==> src/rtl/aco_map.svh <==
// offsets, field positions, reset values and opcodes of the add/and core
// assumes inclusion by bare name from the core package users
`ifndef ACO_MAP_SVH
`define ACO_MAP_SVH

// register port offsets
`define ACO_REG_ACC      4'h0
`define ACO_REG_FLAGS    4'h1
`define ACO_REG_BANK     4'h2
`define ACO_REG_CTRL     4'h3
`define ACO_REG_IDX_LO   4'h4
`define ACO_REG_IDX_HI   4'h5
`define ACO_REG_STATE    4'h6

// flag bit positions
`define ACO_FLAG_C       0
`define ACO_FLAG_DC      1
`define ACO_FLAG_Z       2
`define ACO_FLAG_OV      3
`define ACO_FLAG_N       4

// control bit positions
`define ACO_CTRL_EXT     0

// instruction fields
`define ACO_INSTR_D      9
`define ACO_INSTR_A      8
`define ACO_OPC6_ADD     6'h09
`define ACO_OPC6_ADDC    6'h08
`define ACO_OPC8_ANDL    8'h0b

// addressing limits
`define ACO_IDX_LIMIT    8'h5f
`define ACO_SPLIT_STD    8'h80
`define ACO_SPLIT_EXT    8'h60
`define ACO_ACCESS_HI    4'hf
`define ACO_ACCESS_LO    4'h0

// reset values
`define ACO_RST_ACC      8'h00
`define ACO_RST_FLAGS    5'h00
`define ACO_RST_BANK     4'h0
`define ACO_RST_CTRL     1'b0
`define ACO_RST_IDX      12'h000

`endif

==> src/rtl/aco_pkg.sv <==
// types of the add/and execution core
// assumes nothing beyond a SystemVerilog compiler
package aco_pkg;

	typedef enum logic [1:0]
	{
		ACO_PH_DECODE  = 2'b00,
		ACO_PH_READ    = 2'b01,
		ACO_PH_PROCESS = 2'b10,
		ACO_PH_WRITE   = 2'b11
	} aco_phase_type;

	typedef enum logic [1:0]
	{
		ACO_OP_NONE = 2'b00,
		ACO_OP_ADD  = 2'b01,
		ACO_OP_ADDC = 2'b10,
		ACO_OP_ANDL = 2'b11
	} aco_op_type;

endpackage : aco_pkg

==> src/rtl/aco_addr.sv <==
// file address resolver: access bank, banked and indexed literal offset
// assumes bank, control and index base are stable during decode
`include "aco_map.svh"

module aco_addr
(
	input  wire logic [7:0]  file_addr,
	input  wire logic        access_sel,
	input  wire logic [3:0]  bank_sel,
	input  wire logic        ext_enable,
	input  wire logic [11:0] index_base,
	output logic      [11:0] data_addr,
	output logic             indexed
);

	logic [7:0] split;

	always_comb
	begin
		split = ext_enable ? `ACO_SPLIT_EXT : `ACO_SPLIT_STD;
		indexed = 1'b0;
		if (!access_sel && ext_enable && file_addr <= `ACO_IDX_LIMIT)
		begin
			indexed = 1'b1;
			data_addr = index_base + {4'h0, file_addr};
		end
		else if (access_sel)
			data_addr = {bank_sel, file_addr};
		else if (file_addr < split)
			data_addr = {`ACO_ACCESS_LO, file_addr};
		else
			data_addr = {`ACO_ACCESS_HI, file_addr};
	end

endmodule : aco_addr

==> src/rtl/aco_core.sv <==
// add, add-with-carry and and-literal execution core, four phases an instruction
// assumes a data memory that answers a read in the cycle its address stands
//
// Summary of operation
// - add-with-carry adds acc, memory byte and carry, sets N OV C DC Z.
// - destination bit 0 sends the sum to acc, bit 1 back to memory.
// - access bit 0 resolves in the access bank, 1 uses the bank select.
// - access bit 0, extended set on and f up to 95 select indexed mode.
`include "aco_map.svh"

module aco_core
(
	input  wire logic        CLK_SYS,
	input  wire logic        RST_N,
	input  wire logic [15:0] INSTR,
	input  wire logic        INSTR_VALID,
	output logic             INSTR_REQ,
	output logic             EXEC_DONE,
	output logic [11:0]      MEM_ADDR,
	output logic [7:0]       MEM_WDATA,
	output logic             MEM_WE,
	input  wire logic [7:0]  MEM_RDATA,
	input  wire logic [3:0]  REG_ADDR,
	input  wire logic [7:0]  REG_WDATA,
	input  wire logic        REG_WR,
	input  wire logic        REG_RD,
	output logic [7:0]       REG_RDATA,
	output logic [7:0]       ACC_VALUE,
	output logic [4:0]       FLAGS
);

	////////////////////////////////////////////////////////////////////////
	// declarations

	logic                  rst_meta_q;
	logic                  rst_sync_q;
	aco_pkg::aco_phase_type ph_q;
	aco_pkg::aco_op_type   op_q;
	aco_pkg::aco_op_type   op_dec;
	logic                  dest_file_q;
	logic [7:0]            lit_q;
	logic [7:0]            opnd_q;
	logic [7:0]            res_q;
	logic [4:0]            new_flags_q;
	logic [7:0]            acc_q;
	logic [4:0]            flags_q;
	logic [3:0]            bank_q;
	logic                  ext_q;
	logic [11:0]           idx_q;
	logic                  idx_used_q;
	logic [11:0]           mem_addr_q;
	logic [7:0]            mem_wdata_q;
	logic                  mem_we_q;
	logic                  req_q;
	logic                  done_q;
	logic [7:0]            rdata_q;
	logic [11:0]           res_addr;
	logic                  res_indexed;
	logic [8:0]            sum9;
	logic [4:0]            sum_lo;
	logic                  cin;
	logic [7:0]            result_d;
	logic [4:0]            flags_d;

	////////////////////////////////////////////////////////////////////////
	// functions

	function automatic aco_pkg::aco_op_type decode_op
	(
		input logic        valid,
		input logic [15:0] word
	);
		aco_pkg::aco_op_type op;
		op = aco_pkg::ACO_OP_NONE;
		if (valid)
		begin
			if (word[15:10] == `ACO_OPC6_ADD)
				op = aco_pkg::ACO_OP_ADD;
			else if (word[15:10] == `ACO_OPC6_ADDC)
				op = aco_pkg::ACO_OP_ADDC;
			else if (word[15:8] == `ACO_OPC8_ANDL)
				op = aco_pkg::ACO_OP_ANDL;
		end
		return op;
	endfunction : decode_op

	function automatic logic sw_write
	(
		input logic       wr,
		input logic [3:0] addr,
		input logic [3:0] target
	);
		return wr && (addr == target);
	endfunction : sw_write

	////////////////////////////////////////////////////////////////////////
	// reset release

	// assert at once, release through two flops to avoid a ragged exit
	always_ff @(posedge CLK_SYS or negedge RST_N)
	begin
		if (!RST_N)
		begin
			rst_meta_q <= 1'b0;
			rst_sync_q <= 1'b0;
		end
		else
		begin
			rst_meta_q <= 1'b1;
			rst_sync_q <= rst_meta_q;
		end
	end

	////////////////////////////////////////////////////////////////////////
	// phase sequencer: one instruction per four clocks

	always_ff @(posedge CLK_SYS or negedge rst_sync_q)
	begin
		if (!rst_sync_q)
			ph_q <= aco_pkg::ACO_PH_DECODE;
		else
		begin
			unique case (ph_q)
				aco_pkg::ACO_PH_DECODE:  ph_q <= aco_pkg::ACO_PH_READ;
				aco_pkg::ACO_PH_READ:    ph_q <= aco_pkg::ACO_PH_PROCESS;
				aco_pkg::ACO_PH_PROCESS: ph_q <= aco_pkg::ACO_PH_WRITE;
				aco_pkg::ACO_PH_WRITE:   ph_q <= aco_pkg::ACO_PH_DECODE;
			endcase
		end
	end

	always_ff @(posedge CLK_SYS or negedge rst_sync_q)
	begin
		if (!rst_sync_q)
		begin
			req_q  <= 1'b1;
			done_q <= 1'b0;
		end
		else
		begin
			req_q  <= (ph_q == aco_pkg::ACO_PH_WRITE);
			done_q <= (ph_q == aco_pkg::ACO_PH_WRITE) &&
				(op_q != aco_pkg::ACO_OP_NONE);
		end
	end

	////////////////////////////////////////////////////////////////////////
	// decode and address

	assign op_dec = decode_op(INSTR_VALID, INSTR);

	aco_addr u_addr
	(
		.file_addr  (INSTR[7:0]),
		.access_sel (INSTR[`ACO_INSTR_A]),
		.bank_sel   (bank_q),
		.ext_enable (ext_q),
		.index_base (idx_q),
		.data_addr  (res_addr),
		.indexed    (res_indexed)
	);

	always_ff @(posedge CLK_SYS or negedge rst_sync_q)
	begin
		if (!rst_sync_q)
		begin
			op_q        <= aco_pkg::ACO_OP_NONE;
			dest_file_q <= 1'b0;
			lit_q       <= 8'h00;
			mem_addr_q  <= 12'h000;
			idx_used_q  <= 1'b0;
		end
		else if (ph_q == aco_pkg::ACO_PH_DECODE)
		begin
			op_q        <= op_dec;
			dest_file_q <= INSTR[`ACO_INSTR_D];
			lit_q       <= INSTR[7:0];
			if (op_dec == aco_pkg::ACO_OP_ADD ||
				op_dec == aco_pkg::ACO_OP_ADDC)
			begin
				mem_addr_q <= res_addr;
				idx_used_q <= res_indexed;
			end
		end
	end

	////////////////////////////////////////////////////////////////////////
	// operand read

	always_ff @(posedge CLK_SYS or negedge rst_sync_q)
	begin
		if (!rst_sync_q)
			opnd_q <= 8'h00;
		else if (ph_q == aco_pkg::ACO_PH_READ)
			opnd_q <= (op_q == aco_pkg::ACO_OP_ANDL) ? lit_q : MEM_RDATA;
	end

	////////////////////////////////////////////////////////////////////////
	// process: arithmetic and flags

	always_comb
	begin
		cin = (op_q == aco_pkg::ACO_OP_ADDC) && flags_q[`ACO_FLAG_C];
		sum9 = {1'b0, acc_q} + {1'b0, opnd_q} + {8'h00, cin};
		sum_lo = {1'b0, acc_q[3:0]} + {1'b0, opnd_q[3:0]} + {4'h0, cin};
		flags_d = flags_q;
		if (op_q == aco_pkg::ACO_OP_ANDL)
		begin
			result_d = acc_q & opnd_q;
		end
		else
		begin
			result_d = sum9[7:0];
			flags_d[`ACO_FLAG_C]  = sum9[8];
			flags_d[`ACO_FLAG_DC] = sum_lo[4];
			flags_d[`ACO_FLAG_OV] = (acc_q[7] == opnd_q[7]) &&
				(sum9[7] != acc_q[7]);
		end
		// and-literal leaves C, DC and OV as they were
		flags_d[`ACO_FLAG_N] = result_d[7];
		flags_d[`ACO_FLAG_Z] = (result_d == 8'h00);
	end

	always_ff @(posedge CLK_SYS or negedge rst_sync_q)
	begin
		if (!rst_sync_q)
		begin
			res_q       <= 8'h00;
			new_flags_q <= `ACO_RST_FLAGS;
		end
		else if (ph_q == aco_pkg::ACO_PH_PROCESS)
		begin
			res_q       <= result_d;
			new_flags_q <= flags_d;
		end
	end

	////////////////////////////////////////////////////////////////////////
	// write to destination

	// the memory write strobe stands only for the write phase
	always_ff @(posedge CLK_SYS or negedge rst_sync_q)
	begin
		if (!rst_sync_q)
		begin
			mem_we_q    <= 1'b0;
			mem_wdata_q <= 8'h00;
		end
		else if (ph_q == aco_pkg::ACO_PH_PROCESS)
		begin
			mem_we_q <= dest_file_q &&
				(op_q == aco_pkg::ACO_OP_ADD ||
				op_q == aco_pkg::ACO_OP_ADDC);
			mem_wdata_q <= result_d;
		end
		else
			mem_we_q <= 1'b0;
	end

	// an instruction result beats a software write in the same cycle
	always_ff @(posedge CLK_SYS or negedge rst_sync_q)
	begin
		if (!rst_sync_q)
			acc_q <= `ACO_RST_ACC;
		else if (ph_q == aco_pkg::ACO_PH_WRITE &&
			(op_q == aco_pkg::ACO_OP_ANDL ||
			(op_q != aco_pkg::ACO_OP_NONE && !dest_file_q)))
			acc_q <= res_q;
		else if (sw_write(REG_WR, REG_ADDR, `ACO_REG_ACC))
			acc_q <= REG_WDATA;
	end

	always_ff @(posedge CLK_SYS or negedge rst_sync_q)
	begin
		if (!rst_sync_q)
			flags_q <= `ACO_RST_FLAGS;
		else if (ph_q == aco_pkg::ACO_PH_WRITE &&
			op_q != aco_pkg::ACO_OP_NONE)
			flags_q <= new_flags_q;
		else if (sw_write(REG_WR, REG_ADDR, `ACO_REG_FLAGS))
			flags_q <= REG_WDATA[4:0];
	end

	////////////////////////////////////////////////////////////////////////
	// addressing configuration

	// changes take effect at the next decode phase
	always_ff @(posedge CLK_SYS or negedge rst_sync_q)
	begin
		if (!rst_sync_q)
		begin
			bank_q <= `ACO_RST_BANK;
			ext_q  <= `ACO_RST_CTRL;
			idx_q  <= `ACO_RST_IDX;
		end
		else
		begin
			if (sw_write(REG_WR, REG_ADDR, `ACO_REG_BANK))
				bank_q <= REG_WDATA[3:0];
			if (sw_write(REG_WR, REG_ADDR, `ACO_REG_CTRL))
				ext_q <= REG_WDATA[`ACO_CTRL_EXT];
			if (sw_write(REG_WR, REG_ADDR, `ACO_REG_IDX_LO))
				idx_q[7:0] <= REG_WDATA;
			if (sw_write(REG_WR, REG_ADDR, `ACO_REG_IDX_HI))
				idx_q[11:8] <= REG_WDATA[3:0];
		end
	end

	////////////////////////////////////////////////////////////////////////
	// register read port

	// data stand one cycle only, zero otherwise
	always_ff @(posedge CLK_SYS or negedge rst_sync_q)
	begin
		if (!rst_sync_q)
			rdata_q <= 8'h00;
		else if (REG_RD)
		begin
			unique case (REG_ADDR)
				`ACO_REG_ACC:    rdata_q <= acc_q;
				`ACO_REG_FLAGS:  rdata_q <= {3'h0, flags_q};
				`ACO_REG_BANK:   rdata_q <= {4'h0, bank_q};
				`ACO_REG_CTRL:   rdata_q <= {7'h00, ext_q};
				`ACO_REG_IDX_LO: rdata_q <= idx_q[7:0];
				`ACO_REG_IDX_HI: rdata_q <= {4'h0, idx_q[11:8]};
				`ACO_REG_STATE:  rdata_q <= {3'h0, idx_used_q, op_q, ph_q};
				default:         rdata_q <= 8'h00;
			endcase
		end
		else
			rdata_q <= 8'h00;
	end

	////////////////////////////////////////////////////////////////////////
	// outputs

	assign INSTR_REQ = req_q;
	assign EXEC_DONE = done_q;
	assign MEM_ADDR  = mem_addr_q;
	assign MEM_WDATA = mem_wdata_q;
	assign MEM_WE    = mem_we_q;
	assign REG_RDATA = rdata_q;
	assign ACC_VALUE = acc_q;
	assign FLAGS     = flags_q;

endmodule : aco_core

==> config.mk <==
export PLATFORM = sky130hd
export DESIGN_NAME = aco_core
export DESIGN_NICKNAME = d
export VERILOG_FILES = /design/src/rtl/aco_pkg.sv /design/src/rtl/aco_addr.sv /design/src/rtl/aco_core.sv
export VERILOG_INCLUDE_DIRS = /design/src /design/src/rtl
export SDC_FILE = /design/constraint.sdc
export NUM_CORES = 1
export LEC_CHECK = 0
export BUFFER_PORTS_ARGS = -buffer_cell sky130_fd_sc_hd__buf_2
export CAP_MARGIN = 20
export CORE_MARGIN = 2
export CORE_UTILIZATION = 42
export DETAILED_ROUTE_END_ITERATION = 8
export HOLD_SLACK_MARGIN = 0.15
export MAX_ROUTING_LAYER = met4
export SYNTH_ARGS = -nofsm -noshare
export SYNTH_HDL_FRONTEND = slang
export SYNTH_HIERARCHICAL = 1
export SYNTH_SLANG_ARGS = --single-unit
==> constraint.sdc <==
create_clock -name CLK_SYS -period 4 [get_ports CLK_SYS]
set_clock_uncertainty 0.15 [all_clocks]
set_input_delay 0.2 -clock CLK_SYS [delete_from_list [all_inputs] [get_ports CLK_SYS]]
set_output_delay 0.2 -clock CLK_SYS [all_outputs]
set_load 0.01 [all_outputs]
* Word level (Yosys, flattened, before mapping)
Index checks and enable logic that the tools add are counted. Widths: inputs -> output; s select.
Storage, ports and cells: input port bits 41, output and inout bits 44, word-level logic and storage cells 95, flip-flop bits (word level) 90
Operators by class: add/sub/neg operators 5, multiplexer cells 21, order comparisons 2, bitwise operators 1, equal/unequal tests 19, reduce and logical (&&, ||, !) cells 26
Operators by type and width (count):
- $pmux 8 s7 | 1
- $mux 8 | 6
- $mux 12 | 3
- $logic_and 1x1->1 | 14
- $add 12x8->12 | 1
- $eq 4x3->1 const B | 3
- $eq 6x4->1 const B | 2
- $eq 2x2->1 const B | 5
- $mux 2 | 5
- $mux 5 | 2
- $add 8x8->9 | 1
- $add 9x1->9 | 1
- $and 8x8->8 | 1
- $eq 4x2->1 const B | 2
- $eq 8x4->1 const B | 1
- $le 8x7->1 const B | 1
- $logic_not 8->1 | 1
- $lt 8x8->1 | 1
- $pmux 2 s4 | 1
- $eq 2x1->1 const B | 3
- $reduce_bool 2->1 | 3
- $add 4x4->5 | 1
- $add 5x1->5 | 1
- $eq 4x1->1 const B | 1
- other kinds (8) | 13

* Longest topological paths before layout
depth in word-level cells 8, gate-level depth with buffers 10, mapped depth without buffers 10

* Cells and area by module
The synthesis kept the hierarchy.
By module, submodules not included:
- aco_core | area an instance 4511.8 um^2, cells each 396, sequential area each 2228.4 um^2, instances 1
- aco_addr | area an instance 650.6 um^2, cells each 98, sequential area each 0.0 um^2, instances 1

* Least setup slack after synthesis
Ideal clock, no wire load.
path kind register to register, start point register op_q[0], end point register new_flags_q[2], clock period less this slack 2806 ps, cell stages (with the launch flop) 11, data required time 3754 ps, library setup time 96 ps, buffers on the path 0, setup slack 1194 ps, arrival time 2561 ps, cells stage by stage dfrtp_1 inv_1 ha_1 and2_1 fa_1 fa_1 xor2_1 or4_1 a21boi_0 nand4_1 o32ai_2
On the way: cells in the longest elaborated chain, start to end 5, elaborated cells on any way between the ends 6, classes of those cells add/sub (1); eq/ne (2); mux (1); reduce/logical (2)
Ends and longest elaborated chain:
- from (decl) | RTL line aco_core.sv:38 | aco_pkg::aco_op_type op_q;
- from (signal assigned) | RTL line aco_core.sv:167 | op_q <= aco_pkg::ACO_OP_NONE;
- from (signal assigned) | RTL line aco_core.sv:175 | op_q <= op_dec;
- $eq 2x2->1 | RTL line aco_core.sv:203 | cin = (op_q == aco_pkg::ACO_OP_ADDC) && flags_q[`ACO_FLAG_C];
- $logic_and 1x1->1 | RTL line aco_core.sv:203
- $add 9x1->9 | RTL line aco_core.sv:204 | sum9 = {1'b0, acc_q} + {1'b0, opnd_q} + {8'h00, cin};
- $mux 8 (*) | RTL line aco_core.sv:207 | if (op_q == aco_pkg::ACO_OP_ANDL)
- $logic_not 8->1 (*) | RTL line aco_core.sv:221 | flags_d[`ACO_FLAG_Z] = (result_d == 8'h00);
- to (signal assigned) | RTL line aco_core.sv:229 | new_flags_q <= `ACO_RST_FLAGS;
- to (signal assigned) | RTL line aco_core.sv:234 | new_flags_q <= flags_d;
- to (decl) | RTL line aco_core.sv:44 | logic [4:0] new_flags_q;
Mark *: on every way between the ends. The rest lies on a longest branch, timed or not. A chain may end at the register's enable or synchronous reset.

* Worst setup path in the final report
Same ends and word-level chain as after synthesis.

==> metrics.md <==
| Metric | Value |
|---|---|
| I/O Buffers | `84` |
| Top post-synthesis cells by area | `dfrtp_1 (43%), ha_1 (6.1%), mux2_2 (5.7%)` |
| Die Width | `115 um` |
| Vias in the first global route | `between 4k and 5k` |
| Final setup vio count | `0` |
| Asr flop ratio synth | `100%` |
| Diode count | `0` |
| Status | `completed` |
| Wirelength per Cell | `19.1 um` |
| Synth Instances | `roughly 500` |
| Post-route setup slack | `roughly 0.87 ns` |
| Worst skew pair latency | `about 0.35 ns` |
| Cts repair resizes | `0` |
| Final Critical Period | `3.13 ns` |
| Leak pwr | `2.96 nW` |
| Hold_sp | `INSTR[13]` |
| Syn_nets | `563` |
| Fin crit share | `78.3%` |
| Total number of vias | `4188` |
| CP Launch Type | `flip-flop` |
| Largest net degree at the start of global routing | `67` |
| Fillers | `between 1k and 1.5k` |
| Worst rel slew slack | `42.4%` |
| CP Data Arrival Time | `3.24 ns` |
| Setup crit end | `new_flags_q[2]$_DFFE_PN0P_` |
| TritonCTS buffer count | `9` |
| First-pass GRT wire length | `between 20000 and 25000 um` |
| Maximum vdd drop | `0.232 mV` |
| Compound-gate portion of the synthesized area | `15.0%` |
| Largest family of logic cells by synthesized area | `compound AO/OA/AOI/OAI gates` |
| Cell Area, Synth | `5160 um^2` |
| Post-place setup slack | `between 0.8 and 0.9 ns` |
| RSZ-0062 raised after global routing | `no` |
| Post-Synth XOR/XNOR Area | `1.53%` |
| Hold_buf cts | `30` |
| Mux cell area share after synthesis | `14.4%` |
| PwrDens | `448 nW/um^2` |
| Post-Route WL | `14300 um` |
| Site Rows | `40` |
| Share of layout cells above drive strength 1 | `24.3%` |
| GRT Overall Usage | `23.7%` |
| # Post-CTS Setup Buffers | `0` |
| Syn avg cell area | `~10 um^2` |
| Post-synth top area share | `42.7%` |
| Slew Limit Fails | `0` |
| Post-synth cell types | `71` |
| Vias per cell | `5.58` |
| Setup_tns | `0 ns` |
| EDFF count, synth | `0` |
| Die ar. | `13200 um^2` |
| MaxCap Viol Count | `0` |
| Critical path type | `flip-flop to flip-flop` |
| Seq/Total Area, Yosys | `43.2%` |
| CP Max Fanout | `4` |
| Setup crit end kind | `flip-flop` |
| Reg2Reg Setup Slack | `between 0.8 and 0.9 ns` |
| Clock transition at path regs | `0.06 ns` |
| Synth Area in Adders | `7.22%` |
| Area Growth Syn to Fin | `20.9%` |
| Total grt overflow | `0` |
| #FFs+latches synth | `89` |
| Clock sink total | `89` |
| Critical path startpoint | `op_q[0]$_DFFE_PN0P_` |
| CTS max path bufs | `2` |
| Root Driver | `clkbuf_16` |
| Die Y | `between 100 and 150 um` |
| Fmax | `0.319 GHz` |
| NumNets Final | `668` |
| Final antenna-violating net count | `0` |
| Fin. Hold Viols | `0` |
| Req. time, crit path | `4.11 ns` |
| TritonCTS clock tree | `yes` |
| Drt pass-1 iters | `5` |
| Htree depth | `3` |
| Post-synthesis simple-gate area fraction | `between 10% and 20%` |
| Starting density of the core | `43.0%` |
| Top FF cell, synth | `dfrtp_1` |
| I/O pins | `85` |
| Min-delay worst type | `primary input to flip-flop` |
| Core Region | `12000 um^2` |
| Initial antenna violation count | `0` |
| GP Congestion | `between 0.9 and 1` |
| Residual DRC | `0` |
| Dpl hpwl | `10900 um` |
| Worst Tran Pin Value | `0.864 ns` |
| Critical R2R Launch | `op_q[0]$_DFFE_PN0P_` |
| Reg2Reg Depth | `10` |
| Yosys top cell by area | `dfrtp_1` |
| Detailed Route Iter0 Violations | `323` |
| Synth warn | `6` |
| Worst reg2reg endpoint | `new_flags_q[2]$_DFFE_PN0P_` |
[sequential cells by signal (all words and copies together) (netlist names), 2 cells and up]
| register | cells |
|---|---|
| new_flags_q | 5 |
| op_q | 2 |
| opnd_q | 8 |
| FLAGS | 5 |
| ph_q | 2 |
| ACC_VALUE | 8 |
| MEM_ADDR | 12 |
| MEM_WDATA | 7 |
| REG_RDATA | 8 |
| lit_q | 8 |
| bank_q | 4 |
| idx_q | 12 |
[cell usage after synthesis (4+ instances only)]
library cell,number
mux2_2,26
nor4_1,4
a21oi_1,26
a211oi_1,7
a21o_1,8
clkbuf_1,8
dfrtp_1,88
a31oi_1,6
a22oi_1,6
nand4_1,5
o21ai_0,20
nand3b_1,4
mux2i_1,25
nand2b_1,8
ha_1,25
nor2_1,35
nand2_1,37
xor2_1,4
inv_1,18
xnor2_1,5
mux2_1,18
nor3b_1,4
nand3_1,7
o21ai_1,18
nor3_1,5
buf_2,8
nor2b_1,5
[cell usage in the layout, fill, tap and decap left out, drive strengths merged, types with 2 or more instances in the layout]
master,count
a222oi,3
nor2b,5
clkbuf,14
nand3b,4
o31ai,2
a21boi,2
nor4,5
buf,89
o211ai,3
ha,25
nor4b,4
a31oi,7
o21a,3
nand4b,2
a211oi,7
o21ai,39
xnor2,5
xor2,4
mux2,44
a21oi,26
o2111ai,2
mux2i,25
dfrtp,88
inv,18
a21o,8
or2,2
dlygate4sd3,30
nor3b,5
or4,3
and3,2
o21bai,2
nand3,7
nand4,5
a22oi,6
fa,3
nand2,38
nor2,35
nor3,7
nand2b,8
[layer usage]
layer / up-vias / routed length (um) / GRT usage [%]
met5: - / 0 / -
met4: 0 / 248 / 8.35
met3: 21 / 841 / 3.95
met2: 148 / 6670 / 36.9
met1: 2017 / 6580 / 31.5
li1: 2002 / - / -
[kinds of logic (layout without fill, tap and decap cells)]
group                      after synthesis  after routing
and+or+nand+nor                        138            138
other                                    1              1
muxes                                   69             69
buffers and inverters                   43            153
adders and majority gates               28             28
xor gates and xnor gates                 9              9
DFF                                     89             89
AOI/OAI and AO/OA                      117            117
[final cells by class]
cell class | instances | area (um^2) | area share (%)
clock inverter | 2 | 12.5 | 0.200
clock buffer | 14 | 264 | 4.23
sequential | 89 | 2230 | 35.8
tap | 147 | 184 | 2.95
inverter | 18 | 67.6 | 1.08
multi-input combinational | 362 | 2730 | 43.6
timing repair buffer | 119 | 758 | 12.1
[worst min-delay path by stage]
stage | slack [ns] | cells after the start | to
floorplan | -0.25 | 0 | rst_meta_q$_DFF_PN0_
detailed placement | -0.16 | 1 | rst_meta_q$_DFF_PN0_
global placement | -0.17 | 1 | rst_meta_q$_DFF_PN0_
finish | 0.18 | 3 | op_q[0]$_DFFE_PN0P_
global route | 0.20 | 3 | op_q[0]$_DFFE_PN0P_
CTS | 0.17 | 3 | op_q[0]$_DFFE_PN0P_
[critical path, stage by stage, from the launching register on]
cell and delay (ns):
dfrtp_1 0.40, inv_1 0.08, ha_1 0.19, and2_1 0.15
fa_1 0.42, fa_1 0.44, a211oi_1 0.40, nor4_1 0.10
a211oi_1 0.36, nand4_1 0.16, o32ai_2 0.20
[metrics by stage]
step	cell area, um^2	utilization, %	total power, mW	hold WS (ns)	cells
2_1_floorplan	5160	-	1.69	-0.246	494
3_3_place_gp	5670	47.2	1.97	-0.165	705
3_5_place_dp	5670	47.2	1.98	-0.163	705
4_1_cts	6240	52.0	2.81	0.169	751
5_1_grt	6240	52.0	2.96	0.195	751
6_report	6240	52.0	2.80	0.179	751
[power breakdown]
group / leakage (nW) / switching (mW) / internal, mW
registers: 1.11 / 0.189 / 1.04
logic: 1.71 / 0.408 / 0.358
clock network: 0.133 / 0.352 / 0.455
total: 2.96 / 0.949 / 1.85
Power figures use the tool's default switching activity.
